## config.mk

```make
export PLATFORM = sky130hd
export DESIGN_NAME = iogs_serializer
export DESIGN_NICKNAME = d
export VERILOG_FILES = /design/src/hw/iogs_pkg.sv /design/src/hw/iogs_fifo.sv /design/src/hw/iogs_accum.sv /design/src/hw/iogs_serializer.sv
export SDC_FILE = /design/constraint.sdc
export NUM_CORES = 2
export LEC_CHECK = 0
export BUFFER_PORTS_ARGS = -buffer_cell sky130_fd_sc_hd__buf_2
export CAP_MARGIN = 20
export CELL_PAD_IN_SITES_DETAIL_PLACEMENT = 1
export CELL_PAD_IN_SITES_GLOBAL_PLACEMENT = 1
export CORE_UTILIZATION = 48
export CTS_BUF_LIST = sky130_fd_sc_hd__clkbuf_2 sky130_fd_sc_hd__clkbuf_4 sky130_fd_sc_hd__clkbuf_8
export CTS_CLUSTER_SIZE = 30
export DETAILED_ROUTE_END_ITERATION = 10
export GPL_ROUTABILITY_DRIVEN = 1
export PLACE_DENSITY_LB_ADDON = 0.1
export SKIP_CTS_REPAIR_TIMING = 1
export SYNTH_ARGS = -nofsm -noshare
export SYNTH_HDL_FRONTEND = slang
export SYNTH_SLANG_ARGS = --single-unit
export TNS_END_PERCENT = 5
```

## constraint.sdc

```tcl
create_clock -name clk -period 44.5 [get_ports clk]
set_input_delay 6.675 -clock clk [delete_from_list [all_inputs] [get_ports clk]]
set_output_delay 6.675 -clock clk [all_outputs]
set_load 0.01 [all_outputs]
```

## src/hw/iogs_pkg.sv

```systemverilog
// Shared constants and carrier types for the IMU output group serializer.
// Assumes all users reference items as iogs_pkg::name, with no import.
package iogs_pkg;

  // Selection mask layout
  localparam int              MASK_W   = 16;       // Width of selection mask
  localparam int              NFIELD   = 11;       // Fields that can be selected
  localparam logic [15:0]     USED_BITS = 16'h07ff; // Bits 0..10 select fields
  localparam logic [3:0]      F_STATUS = 4'h0;     // Sensor state word bit
  localparam logic [3:0]      F_ANG    = 4'h6;     // Angle increment bit
  localparam logic [3:0]      F_VEL    = 4'h7;     // Velocity increment bit

  // Field byte lengths
  localparam logic [4:0]      LEN_STATUS = 5'h02;  // Unsigned 16-bit word
  localparam logic [4:0]      LEN_SCALAR = 5'h04;  // One float
  localparam logic [4:0]      LEN_VEC    = 5'h0c;  // Three floats
  localparam logic [4:0]      LEN_ANGLE  = 5'h10;  // Interval plus three floats

  // Word positions in the snapshot store
  localparam int              W_RAWF = 0;          // Raw field vector
  localparam int              W_RAWA = 3;          // Raw specific force
  localparam int              W_RAWR = 6;          // Raw rate vector
  localparam int              W_TEMP = 9;          // Temperature
  localparam int              W_PRES = 10;         // Barometric value
  localparam int              W_ANG  = 11;         // Interval, then angle axes
  localparam int              W_VEL  = 15;         // Velocity axes
  localparam int              W_CORF = 18;         // Corrected field vector
  localparam int              W_CORA = 21;         // Corrected specific force
  localparam int              W_CORR = 24;         // Corrected rate vector
  localparam int              NWORD  = 27;         // Snapshot words

  // Increment integration
  localparam int              SAMPLE_HZ   = 800;   // Nominal inertial sample rate
  localparam int              FRAC_BITS   = 16;    // Accumulators are Q16.16
  localparam logic [31:0]     SAMPLE_DT_Q = 32'((64'h1 << FRAC_BITS) / SAMPLE_HZ);
  localparam int              FLOAT_BIAS  = 127;   // Single-precision exponent bias

  // Payload buffer
  localparam int              FIFO_W = 8;          // Byte wide
  localparam int              FIFO_D = 16;         // Sixteen entries

  typedef logic [2:0][31:0] iogs_vec_t;            // Axes 2..0, axis 0 in low word

  typedef struct packed {
    iogs_vec_t   raw_field_vector;
    iogs_vec_t   raw_specific_force;
    iogs_vec_t   raw_rate_vector;
    logic [31:0] temperature;
    logic [31:0] barometric;
    iogs_vec_t   corrected_field;
    iogs_vec_t   corrected_force;
    iogs_vec_t   corrected_rate_vector;
  } iogs_sensor_t;

  typedef struct packed {
    logic [31:0] interval;
    iogs_vec_t   angle_increment;
    iogs_vec_t   velocity_increment;
  } iogs_incr_t;

  typedef enum logic [1:0] { ST_IDLE, ST_SNAP, ST_GRAB, ST_EMIT } iogs_state_t;

  // Byte length of a field by its selection bit
  function automatic logic [4:0] field_len(input logic [3:0] f);
    case (f)
      4'h0:       return LEN_STATUS;
      4'h4, 4'h5: return LEN_SCALAR;
      4'h6:       return LEN_ANGLE;
      4'h1, 4'h2, 4'h3, 4'h7, 4'h8, 4'h9, 4'ha: return LEN_VEC;
      default:    return 5'h00;
    endcase
  endfunction

  // First snapshot word of a field by its selection bit
  function automatic logic [4:0] field_base(input logic [3:0] f);
    case (f)
      4'h1:    return 5'(W_RAWF);
      4'h2:    return 5'(W_RAWA);
      4'h3:    return 5'(W_RAWR);
      4'h4:    return 5'(W_TEMP);
      4'h5:    return 5'(W_PRES);
      4'h6:    return 5'(W_ANG);
      4'h7:    return 5'(W_VEL);
      4'h8:    return 5'(W_CORF);
      4'h9:    return 5'(W_CORA);
      4'ha:    return 5'(W_CORR);
      default: return 5'h00;
    endcase
  endfunction

endpackage

```

## src/hw/iogs_fifo.sv

```systemverilog
// Payload byte FIFO with valid and ready on both sides.
// Assumes one clock and a synchronous active-high reset.
`timescale 1ns/1ns
module iogs_fifo #(
  parameter int W = 8,
  parameter int D = 16
) (
  // Clock and reset
  input  wire logic         clk,
  input  wire logic         reset,
  // Fill side
  input  wire logic         in_valid,
  output logic              in_ready,
  input  wire logic [W-1:0] in_data,
  // Drain side
  output logic              out_valid,
  input  wire logic         out_ready,
  output logic [W-1:0]      out_data
);
  localparam int AW = $clog2(D);

  logic [W-1:0] mem [D];      // Storage
  logic [AW-1:0] wr_ptr;      // Next write slot
  logic [AW-1:0] rd_ptr;      // Next read slot
  logic [AW:0]   count;       // Entries held
  logic          do_wr;       // Write this cycle
  logic          do_rd;       // Read this cycle

  assign in_ready  = count != (AW+1)'(D);
  assign out_valid = count != '0;
  assign out_data  = mem[rd_ptr];
  assign do_wr     = in_valid && in_ready;
  assign do_rd     = out_valid && out_ready;

  // Storage write
  always_ff @(posedge clk) begin
    if (do_wr) begin
      mem[wr_ptr] <= in_data;
    end
  end

  // Pointers wrap at the depth
  always_ff @(posedge clk) begin
    if (reset) begin
      wr_ptr <= '0;
      rd_ptr <= '0;
    end else begin
      if (do_wr) begin
        wr_ptr <= (wr_ptr == AW'(D-1)) ? '0 : wr_ptr + 1'b1;
      end
      if (do_rd) begin
        rd_ptr <= (rd_ptr == AW'(D-1)) ? '0 : rd_ptr + 1'b1;
      end
    end
  end

  // Occupancy
  always_ff @(posedge clk) begin
    if (reset) begin
      count <= '0;
    end else if (do_wr && !do_rd) begin
      count <= count + 1'b1;
    end else if (do_rd && !do_wr) begin
      count <= count - 1'b1;
    end
  end
endmodule

```

## src/hw/iogs_accum.sv

```systemverilog
// Angle and velocity increment accumulators with clear-on-readout.
// Assumes per-sample increments in Q16.16 on the same clock.
`timescale 1ns/1ns
module iogs_accum (
  // Clock and reset
  input  wire logic              clk,
  input  wire logic              reset,
  // Per-sample increments
  input  wire logic              sample,
  input  wire iogs_pkg::iogs_vec_t ang_in,
  input  wire iogs_pkg::iogs_vec_t vel_in,
  // Readout and clear
  input  wire logic              clr_ang,
  input  wire logic              clr_vel,
  output iogs_pkg::iogs_incr_t   held
);
  logic [6:0][31:0] add_in;   // 0 interval, 1..3 angle, 4..6 velocity
  logic [6:0]       clr_v;    // Clear per accumulator
  logic [31:0]      acc [7];  // Running sums
  logic [31:0]      flt [7];  // Floats latched at readout

  assign add_in = {vel_in, ang_in, iogs_pkg::SAMPLE_DT_Q};
  assign clr_v  = {{3{clr_vel}}, {4{clr_ang}}};
  assign held   = {flt[0], flt[3], flt[2], flt[1], flt[6], flt[5], flt[4]};

  // Signed Q16.16 to single precision, truncating the mantissa
  function automatic logic [31:0] to_float(input logic [31:0] q);
    logic [31:0] mag;
    logic [31:0] norm;
    logic [4:0]  p;
    mag = q[31] ? 32'(-q) : q;
    p = '0;
    for (int k = 0; k < 32; k++) begin
      if (mag[k]) begin
        p = 5'(k);
      end
    end
    norm = mag << (5'd31 - p);
    if (mag == '0) begin
      return '0;
    end
    return {q[31], 8'(iogs_pkg::FLOAT_BIAS + int'(p) - iogs_pkg::FRAC_BITS), norm[30:8]};
  endfunction

  // Integrate once per sample; a sample in the clear cycle starts the new sum
  always_ff @(posedge clk) begin
    for (int i = 0; i < 7; i++) begin
      if (reset) begin
        acc[i] <= '0;
      end else if (clr_v[i]) begin
        acc[i] <= sample ? add_in[i] : '0;
      end else if (sample) begin
        acc[i] <= acc[i] + add_in[i];
      end
    end
  end

  // Latch the value being read out
  always_ff @(posedge clk) begin
    for (int i = 0; i < 7; i++) begin
      if (reset) begin
        flt[i] <= '0;
      end else if (clr_v[i]) begin
        flt[i] <= to_float(acc[i]);
      end
    end
  end

  property p_integrate;
    @(posedge clk) disable iff (reset)
    sample && !clr_ang |=> acc[0] == $past(acc[0]) + iogs_pkg::SAMPLE_DT_Q;
  endproperty
  a_integrate: assert property (p_integrate) else $error("interval not integrated");

  property p_ang_clear;
    @(posedge clk) disable iff (reset)
    clr_ang |=> acc[1] == ($past(sample) ? $past(add_in[1]) : '0) &&
      acc[0] == ($past(sample) ? iogs_pkg::SAMPLE_DT_Q : '0);
  endproperty
  a_ang_clear: assert property (p_ang_clear) else $error("angle sum not cleared");

  property p_vel_clear;
    @(posedge clk) disable iff (reset)
    clr_vel |=> acc[4] == ($past(sample) ? $past(add_in[4]) : '0);
  endproperty
  a_vel_clear: assert property (p_vel_clear) else $error("velocity sum not cleared");
endmodule

```

## src/hw/iogs_serializer.sv

```systemverilog
// IMU output group serializer: builds the selected payload bytes.
// Assumes sensor values, strobes and polls come from logic on clk.
// Notes on behaviour
// - Mask bits 0..10 select the eleven fields
// - State word: two bytes, always zero
// - Raw field vector: three floats, twelve bytes
// - Raw specific force: three floats, twelve bytes
// - Raw rate vector: three floats, ascending axes
// - Temperature: one float, four bytes
// - Barometric value: one absolute-pressure float
// - Angle increment: interval then three axes
// - Accumulate increments and interval per sample
// - Clear angle sum on poll or send
// - Clear velocity sum on poll or send
// - Velocity increment: three floats, twelve bytes
// - Corrected field vector: three floats
// - Corrected specific force: three floats
// - Corrected rate vector: three floats
`timescale 1ns/1ns
module iogs_serializer (
  // Clock and reset
  input  wire logic                  clk,
  input  wire logic                  reset,
  // Configuration
  input  wire logic [15:0]           group_mask,
  // Sensor values and per-sample increments
  input  wire iogs_pkg::iogs_sensor_t sensors,
  input  wire logic                  sample_strobe,
  input  wire iogs_pkg::iogs_vec_t   angle_in,
  input  wire iogs_pkg::iogs_vec_t   velocity_in,
  // Host polls of the increments
  input  wire logic                  poll_angle,
  input  wire logic                  poll_velocity,
  output iogs_pkg::iogs_incr_t       polled_incr,
  // Frame control and status
  input  wire logic                  frame_req,
  output logic                       frame_busy,
  output logic                       frame_done,
  // Payload byte stream
  output logic                       pay_valid,
  output logic [7:0]                 pay_data,
  input  wire logic                  pay_ready
);
  // Frame timing: request taken in idle, sensors frozen the next cycle,
  // increments one cycle later, then one cycle per byte or skipped field
  iogs_pkg::iogs_state_t state;      // Frame sequencer state
  iogs_pkg::iogs_state_t next_state; // Its next value
  logic [15:0] mask_q;               // Mask latched for this frame
  logic [31:0] snap [iogs_pkg::NWORD]; // Field words frozen for the frame
  logic [3:0]  fld;                  // Field being emitted
  logic [4:0]  bix;                  // Byte within that field
  logic        sel;                  // Current field is selected
  logic        last_b;               // Current byte ends the field
  logic        push;                 // Byte enters the FIFO
  logic [31:0] cur_word;             // Word holding the current byte
  logic [7:0]  push_byte;            // Byte entering the FIFO
  logic        clr_ang;              // Angle readout this cycle
  logic        clr_vel;              // Velocity readout this cycle
  logic        fifo_in_ready;        // FIFO has room
  logic        fifo_out_valid;       // FIFO holds a byte
  logic        fifo_out_ready;       // Output stage can take a byte
  logic [7:0]  fifo_out_data;        // Byte at the FIFO head

  // Field decode for the current position
  assign sel      = mask_q[fld];
  assign last_b   = bix == iogs_pkg::field_len(fld) - 5'h01;
  assign cur_word = snap[iogs_pkg::field_base(fld) + 5'(bix[4:2])];
  assign push     = state == iogs_pkg::ST_EMIT && fld < 4'(iogs_pkg::NFIELD) && sel && fifo_in_ready;

  // State word is always zero; floats go low byte first
  always_comb begin
    if (fld == iogs_pkg::F_STATUS) begin
      push_byte = 8'h00;
    end else begin
      push_byte = cur_word[8*bix[1:0] +: 8];
    end
  end

  // Readouts clear the accumulators: host poll or a frame carrying the field
  // A send clears in the snapshot cycle; the frame carries the old sum
  assign clr_ang = poll_angle || (state == iogs_pkg::ST_SNAP && mask_q[iogs_pkg::F_ANG]);
  assign clr_vel = poll_velocity || (state == iogs_pkg::ST_SNAP && mask_q[iogs_pkg::F_VEL]);

  // Increment sums; a readout latches the floats and clears the sums
  iogs_accum u_accum (
    .clk     (clk),
    .reset   (reset),
    .sample  (sample_strobe),
    .ang_in  (angle_in),
    .vel_in  (velocity_in),
    .clr_ang (clr_ang),
    .clr_vel (clr_vel),
    .held    (polled_incr)
  );

  // Payload buffer absorbs host stalls; the walk waits while it is full
  iogs_fifo #(
    .W (iogs_pkg::FIFO_W),
    .D (iogs_pkg::FIFO_D)
  ) u_fifo (
    .clk       (clk),
    .reset     (reset),
    .in_valid  (push),
    .in_ready  (fifo_in_ready),
    .in_data   (push_byte),
    .out_valid (fifo_out_valid),
    .out_ready (fifo_out_ready),
    .out_data  (fifo_out_data)
  );

  // Sequencer: request, snapshot, collect increments, emit
  always_comb begin
    next_state = state;
    unique case (state)
      iogs_pkg::ST_IDLE: begin
        if (frame_req) begin
          next_state = iogs_pkg::ST_SNAP;
        end
      end
      iogs_pkg::ST_SNAP: begin
        next_state = iogs_pkg::ST_GRAB;
      end
      iogs_pkg::ST_GRAB: begin
        next_state = iogs_pkg::ST_EMIT;
      end
      // Leave once the walk has passed the last field
      iogs_pkg::ST_EMIT: begin
        if (fld == 4'(iogs_pkg::NFIELD)) begin
          next_state = iogs_pkg::ST_IDLE;
        end
      end
    endcase
  end

  // State register
  always_ff @(posedge clk) begin
    if (reset) begin
      state <= iogs_pkg::ST_IDLE;
    end else begin
      state <= next_state;
    end
  end

  // Mask capture; spare bits select nothing
  always_ff @(posedge clk) begin
    if (reset) begin
      mask_q <= '0;
    end else if (state == iogs_pkg::ST_IDLE && frame_req) begin
      mask_q <= group_mask & iogs_pkg::USED_BITS;
    end
  end

  // Freeze sensor words at frame start, increments one cycle later
  always_ff @(posedge clk) begin
    if (state == iogs_pkg::ST_SNAP) begin
      for (int a = 0; a < 3; a++) begin
        snap[iogs_pkg::W_RAWF + a] <= sensors.raw_field_vector[a];
        snap[iogs_pkg::W_RAWA + a] <= sensors.raw_specific_force[a];
        snap[iogs_pkg::W_RAWR + a] <= sensors.raw_rate_vector[a];
        snap[iogs_pkg::W_CORF + a] <= sensors.corrected_field[a];
        snap[iogs_pkg::W_CORA + a] <= sensors.corrected_force[a];
        snap[iogs_pkg::W_CORR + a] <= sensors.corrected_rate_vector[a];
      end
      snap[iogs_pkg::W_TEMP] <= sensors.temperature;
      snap[iogs_pkg::W_PRES] <= sensors.barometric;
    end else if (state == iogs_pkg::ST_GRAB) begin
      snap[iogs_pkg::W_ANG] <= polled_incr.interval;
      for (int a = 0; a < 3; a++) begin
        snap[iogs_pkg::W_ANG + 1 + a] <= polled_incr.angle_increment[a];
        snap[iogs_pkg::W_VEL + a]     <= polled_incr.velocity_increment[a];
      end
    end
  end

  // Field and byte walk, skipping unselected fields
  always_ff @(posedge clk) begin
    if (reset || state == iogs_pkg::ST_SNAP) begin
      fld <= '0;
      bix <= '0;
    end else if (state == iogs_pkg::ST_EMIT && fld < 4'(iogs_pkg::NFIELD)) begin
      if (!sel) begin
        fld <= fld + 4'h1;
      end else if (push && last_b) begin
        fld <= fld + 4'h1;
        bix <= '0;
      end else if (push) begin
        bix <= bix + 5'h01;
      end
    end
  end

  // Frame status flags
  always_ff @(posedge clk) begin
    if (reset) begin
      frame_busy <= 1'b0;
      frame_done <= 1'b0;
    end else begin
      frame_busy <= next_state != iogs_pkg::ST_IDLE;
      frame_done <= state == iogs_pkg::ST_EMIT && fld == 4'(iogs_pkg::NFIELD);
    end
  end

  // Registered output stage; stalls the FIFO when the host holds off
  assign fifo_out_ready = !pay_valid || pay_ready;

  // Output register loads whenever it is empty or being taken
  always_ff @(posedge clk) begin
    if (reset) begin
      pay_valid <= 1'b0;
      pay_data  <= 8'h00;
    end else if (fifo_out_ready) begin
      pay_valid <= fifo_out_valid;
      pay_data  <= fifo_out_data;
    end
  end

  // Checks on the field walk, the frame flags and the output stream
  // Only selected fields reach the buffer
  property p_sel_only;
    @(posedge clk) disable iff (reset)
    push |-> mask_q[fld] && fld < 4'(iogs_pkg::NFIELD);
  endproperty
  a_sel_only: assert property (p_sel_only) else $error("unselected field emitted");

  // Spare mask bits never take effect
  property p_spare;
    @(posedge clk) disable iff (reset)
    state != iogs_pkg::ST_IDLE |-> mask_q[15:11] == 5'h00;
  endproperty
  a_spare: assert property (p_spare) else $error("spare mask bit honoured");

  // State word bytes are zero and only two of them
  property p_status_zero;
    @(posedge clk) disable iff (reset)
    push && fld == iogs_pkg::F_STATUS |-> push_byte == 8'h00 && bix < iogs_pkg::LEN_STATUS;
  endproperty
  a_status_zero: assert property (p_status_zero) else $error("state word not zero");

  // A field ends after exactly its own byte count
  property p_len;
    @(posedge clk) disable iff (reset)
    push && last_b |=> fld == $past(fld) + 4'h1 && bix == 5'h00;
  endproperty
  a_len: assert property (p_len) else $error("field length wrong");

  // Field index moves by at most one per cycle
  property p_order;
    @(posedge clk) disable iff (reset)
    state == iogs_pkg::ST_EMIT && $past(state) == iogs_pkg::ST_EMIT |->
      fld == $past(fld) || fld == $past(fld) + 4'h1;
  endproperty
  a_order: assert property (p_order) else $error("field order broken");

  // Byte one of a float follows byte zero
  property p_lsb_first;
    @(posedge clk) disable iff (reset)
    push && fld != iogs_pkg::F_STATUS && bix[1:0] == 2'h0 |=>
      push_byte == $past(cur_word[15:8]) || !push;
  endproperty
  a_lsb_first: assert property (p_lsb_first) else $error("float byte order wrong");

  // Unselected field costs one cycle and no byte
  property p_skip;
    @(posedge clk) disable iff (reset)
    state == iogs_pkg::ST_EMIT && fld < 4'(iogs_pkg::NFIELD) && !sel |=> fld == $past(fld) + 4'h1;
  endproperty
  a_skip: assert property (p_skip) else $error("unselected field not skipped");

  // Request in idle raises busy and latches the used mask bits
  property p_take;
    @(posedge clk) disable iff (reset)
    state == iogs_pkg::ST_IDLE && frame_req |=>
      frame_busy && mask_q == ($past(group_mask) & iogs_pkg::USED_BITS);
  endproperty
  a_take: assert property (p_take) else $error("request not taken");

  // Done is a lone pulse with busy already low
  property p_done;
    @(posedge clk) disable iff (reset)
    frame_done |-> !frame_busy ##1 !frame_done;
  endproperty
  a_done: assert property (p_done) else $error("frame flags wrong");

  // Output byte holds while the host stalls
  property p_hold;
    @(posedge clk) disable iff (reset)
    pay_valid && !pay_ready |=> pay_valid && $stable(pay_data);
  endproperty
  a_hold: assert property (p_hold) else $error("payload byte dropped");

  // Main scenarios: full group, empty group, stall, increments, host hold
  c_full: cover property (@(posedge clk) disable iff (reset)
    frame_done && mask_q == iogs_pkg::USED_BITS);
  c_empty: cover property (@(posedge clk) disable iff (reset)
    frame_done && mask_q == 16'h0000);
  c_stall: cover property (@(posedge clk) disable iff (reset)
    state == iogs_pkg::ST_EMIT && sel && !fifo_in_ready);
  c_incr: cover property (@(posedge clk) disable iff (reset)
    frame_done && mask_q[iogs_pkg::F_ANG] && mask_q[iogs_pkg::F_VEL]);
  c_hold: cover property (@(posedge clk) disable iff (reset)
    pay_valid && !pay_ready);
endmodule

```

; ---- Word level (Yosys, flattened, before mapping)
; Memories as Yosys holds them, arrays and structs flattened. A register that Yosys moved wholly into a read port is not among the register bits.
; Cells that the tools add are included.
[totals]
rom_bits = 144
word_cells = 516
inputBits = 855
mem_bits_rw = 1440
ff_bits = 38
output_inout_bits = 235
n_memories = 6
[memory_table]
columns = name, depth, width, read_ports, rd_ports_with_merged_regs, write_ports, line_no
row1 = snap, 27, 32, 1, 0, 20, iogs_serializer.sv:49  ; logic [31:0] snap [iogs_pkg::NWORD];
row2 = u_accum.acc, 7, 32, 7, 0, 7, iogs_accum.sv:19  ; logic [31:0] acc [7];
row3 = u_accum.flt, 7, 32, 7, 0, 7, iogs_accum.sv:20  ; logic [31:0] flt [7];
row4 = u_fifo.mem, 16, 8, 1, 1, 1, iogs_fifo.sv:22  ; logic [W-1:0] mem [D];
row5 = (name not given), 16, 5, 1, 1, 0, iogs_pkg.sv:76  ; case (f)
row6 = (name not given), 16, 4, 1, 1, 0, iogs_pkg.sv:65  ; case (f)
[classes]
magnitude_cmp = 2
n_eq_ne = 9
add_sub_neg = 43
reduce_logical = 41
bitwise_logic = 21
n_shift = 8
mux = 376
[ops]
columns = cell, n
row1 = $mux 32, 69
row2 = $mux 5, 137
row3 = $mux 4, 64
row4 = $logic_not 32->1, 7
row5 = $neg 32->32, 7
row6 = $reduce_or 32->1, 7
row7 = $shl 32x5->31, 7
row8 = $add 32x32->32, 6
row9 = $mux 3, 28
row10 = $mux 1, 58
row11 = $add 7x5->8 const A, 7
row12 = $sub 8x6->8 const B, 7
row13 = $sub 5x5->5 const A, 7
row14 = $add 32x7->32 const B, 1
row15 = $mux 2, 16
row16 = $shiftx 32x6->8, 1
row17 = $or 1x1->1, 21
row18 = $add 4x1->4 const B, 3
row19 = $eq 4x4->1 const B, 3
row20 = $logic_and 1x1->1, 12
row21 = $add 5x1->5 const B, 2
row22 = $sub 5x1->5 const B, 2
row23 = $mux 8, 1
row24 = $pmux 2 s4, 1
row25 = other kinds (18), 26

; ---- Logic depth before layout (Yosys ltp)
; An unclocked memory read counts as a cell.
[logic_depth]
ltp_word = 42
depth_mapped = 20
depth_no_buf = 16

; ---- Hierarchy
; From an unflattened synthesis, not the netlist that was laid out.
[hier_totals]
hier_cells = 8108
hier_area_um2 = 90355.4
[modules_own_cells]
columns = mod, area_per_inst_um2, instances, cells_each, seq_area_each_um2
row1 = iogs_accum, 49498.7, 1, 6082, 13452.9
row2 = iogs_serializer, 35084.9, 1, 1715, 26785.7
row3 = iogs_fifo, 5771.8, 1, 311, 4184.0

; ---- Least setup slack after synthesis
; OpenSTA, ideal clock, no wires.
[synth_timing]
path_kind = register to register
startpoint = register state[1]
endpoint = memory u_accum.acc[0][0] (enable)
path_stages_with_launch = 5
arrival_ns = 37.637
setup_time_ns = 0.510
setup_slack_ns = 6.353
period_less_slack_ns = 38.147
cell_sequence = dfxtp_1 nor2b_1 a21oi_1 nor2b_1 nand2b_1
[synth_rtl]
columns = item, line_no
row1 = start: declaration, iogs_serializer.sv:46  ; iogs_pkg::iogs_state_t state;
row2 = start signal: assignment, iogs_serializer.sv:138  ; state <= iogs_pkg::ST_IDLE;
row3 = start signal: assignment, iogs_serializer.sv:140  ; state <= next_state;
row4 = end: declaration, iogs_accum.sv:19

==> impl_results.md <==
- Status: finished, final reports clean
- Number of global-route vias before repair: between 70000 and 80000
- Worst reg-to-reg path cell count: 13
- Starting Density: just under 50%
- VDD IR max: ~0.036 mV
- Setup violators final: 0
- FMAX: 0.1006 GHz
- WS Path Type: input port to flip-flop
- Sequential element share of the synthesized area: approximately half
- Filler cells: 20000
- CTS Buffer Depth: 4
- RSZ-0062 raised after global routing: false
- Top post-synthesis cells by count: 1440 x edfxtp_1, 724 x nand2_1, 608 x nor2_1
- Post-route cell area: ~100000 sq um
- Clk Latency, worst-skew pair: 1.10 ns
- Yosys top cell area share: between 40% and 50%
- Input/output buffers: 1084
- Via Count: 74480
- Critical Path Source: velocity_in[3]
- Die Span X: approximately 430 um
- Met1 usage: a little over two fifths
- Initial antenna violation count: approximately 110
- Global Route Usage Sum: 37.10%
- Final Hold Viols: 0
- TritonCTS clock tree: done
- IO Count: around 1100
- DRT Pass-1 Iters: 8
- H-tree levels: 5
- Syn Nets: roughly 9000
- Worst hold path type: flip-flop to flip-flop
- Synthesized area per cell: between 10 and 15 sq um
- Pleak: a little under 40 nW
- Post-synth EDFFs: approximately 1400
- Non-Filler Instances: between 10000 and 15000
- Worst EP arrival: 10.79 ns
- Reg-to-Reg Start: bix[2]
- Top-count cell post-synth: edfxtp_1
- Routed length per instance: ~31 um
- Crit start category: input port
- Clk sinks: 1495
- Crit. End Element: flip-flop
- Nets: ~10000
- Final Wtd Congestion: ~0.96
- Unique masters post-synth: between 100 and 150
- Maxcap violations: 0
- Met3 usage: about 8.4%
- YS warnings: 0
- Final worst setup slack: 34.56 ns
- Final ANT Viol Nets: 0
- Core Region: ~190000 sq um
- Hold path cells: 0
- Worst Max-Slew Pin Slew: about 1.3 ns
- Detailed placement HPWL: roughly 280000 um
- Die height: 434.1 um
- Mapped Area: around 90000 sq um
- PwrDens: between 40 and 50 nW/um^2
- Ys flop type: edfxtp_1
- Die area: 188400 sq um
- First-pass GRT wire length: about 500000 um
- Synth top area cells: edfxtp_1 48%, mux4_2 7.0%, mux2i_1 4.6%, nand2_1 3.0%, ha_1 3.0%
- Post-synth top area cell: edfxtp_1
- Largest net degree at the start of global routing: around 170
- Final period utilization: 22.33%
- DR iter-0 viols: roughly 6500
- TNS Setup: 0 ns
- CP required: between 40 and 50 ns
- Site Rows: between 150 and 200
- GR peak layer: met2
- M2 GR Usage: about three fifths
- CTS buffer count: roughly 280
- Period minus WS final: about 9.9 ns
- GRT overflow: 0
- Routed WL: about 370000 um
- DRC: 0
- Layout overhead on the synthesized area: 14.72%
- Synth async-reset ratio: 0%
- Critical-path maximum fanout: 5
- Clock Skew: 0.1190 ns
- Routed vias/inst: 6.382
- Hold path start: u_accum.flt[1][37]
- Slew headroom: 16.60%
- Synth Instances: about 7900
- Count of final max-slew check failures: 0
- FF+latch count, synth: about 1500
- Root Buffer: clkbuf_8
- Layout cell share with drive strength beyond 1: about a quarter
- Setup WS pre-CTS: around 34 ns
- Dpl cells: ~11000
- DP Area: about 97000 sq um
- Clk slew on worst S/H paths: around 0.060 ns
critical path, cell delays in order:
cell and delay, ns:
buf_2 0.12, ha_1 0.37, nand3_1 0.10, o211ai_1 0.34, o21bai_1 0.21, a211oi_1 0.49, o311ai_0 0.30, a311oi_1 0.48
o211ai_1 0.21, a221oi_1 0.54, o21ai_0 0.20, o21ai_0 0.14, xnor2_1 0.12, or3_1 0.35, a21oi_1 0.15
stage by stage:
step / hold WS (ns) / power (mW) / utilization, %
6_report: 0.3914 / 4.668 / 55.44
5_1_grt: 0.4218 / 4.835 / 55.38
4_1_cts: 0.4060 / 4.639 / 55.24
3_5_place_dp: 0.4296 / 3.284 / 52.32
3_3_place_gp: 0.4321 / 3.247 / 52.32
2_1_floorplan: 0.4331 / 2.829 / -
flip-flops by register name (all words and copies together), names as in the netlist, 2 cells and up, named ones only:
name and count:
snap 864, u_accum.acc 224, mask_q 11, u_fifo.rd_ptr 4, pay_data 8, u_accum.flt 224, bix 5, state 2
fld 4, u_fifo.wr_ptr 4, u_fifo.mem 128, u_fifo.count 5
worst paths after layout:
path                        end  slack, ns
min                 snap[16][5]       0.39
min reg2reg         snap[16][5]       0.39
max          u_accum.acc[4][31]      34.56
max reg2reg    u_fifo.mem[1][4]      37.65
area by class of cell:
class,instances,area (sq um),area share [%]
clock inverters,117,840.8,0.8178
well taps,2480,3103,3.018
clock buffers,364,4572,4.447
multi-input cells,5743,42690,41.52
diodes,108,270.3,0.2629
repair buffers,1199,6364,6.190
flip-flops and latches,1495,44350,43.13
inverters,164,625.6,0.6085
routing by layer:
| layer | up-vias | routed length, um |
|---|---|---|
| met1 | 37600 | 131500 |
| li1 | 32650 | - |
| met2 | 3271 | 175700 |
| met3 | 917 | 27890 |
| met4 | 36 | 30170 |
| met5 | - | 232 |
report_power, final:
part	leakage, nW	internal (mW)	switching, mW
logic	21.0	0.525	0.908
clock network	2.84	0.739	0.626
registers	14.8	1.71	0.164
kinds of logic (layout without fill, tap and decap cells):
family	count (synthesis)	in the layout	synth area share (%)
compound gates	1995	1995	14.77
other cells	0	108	0
fa+ha+maj	225	225	3.208
buf+inv	675	1844	3.127
mux	784	784	12.78
flops	1495	1495	49.48
simple gates	2311	2311	12.44
xor+xnor	428	428	4.199
layout by cell type (no fill, tap or decap), drive strengths merged, types with 101 or more instances in the layout:
cell       n
nand2    725
diode    108
inv      163
a211oi   110
xnor2    213
nor2     610
nor3     163
xor2     215
mux4     277
nand3    156
nor4     101
edfxtp  1440
ha       217
buf     1197
mux2i    410
o21ai    496
a21oi    455
clkbuf   365
Note: power is estimated with default switching activity, not from simulation.
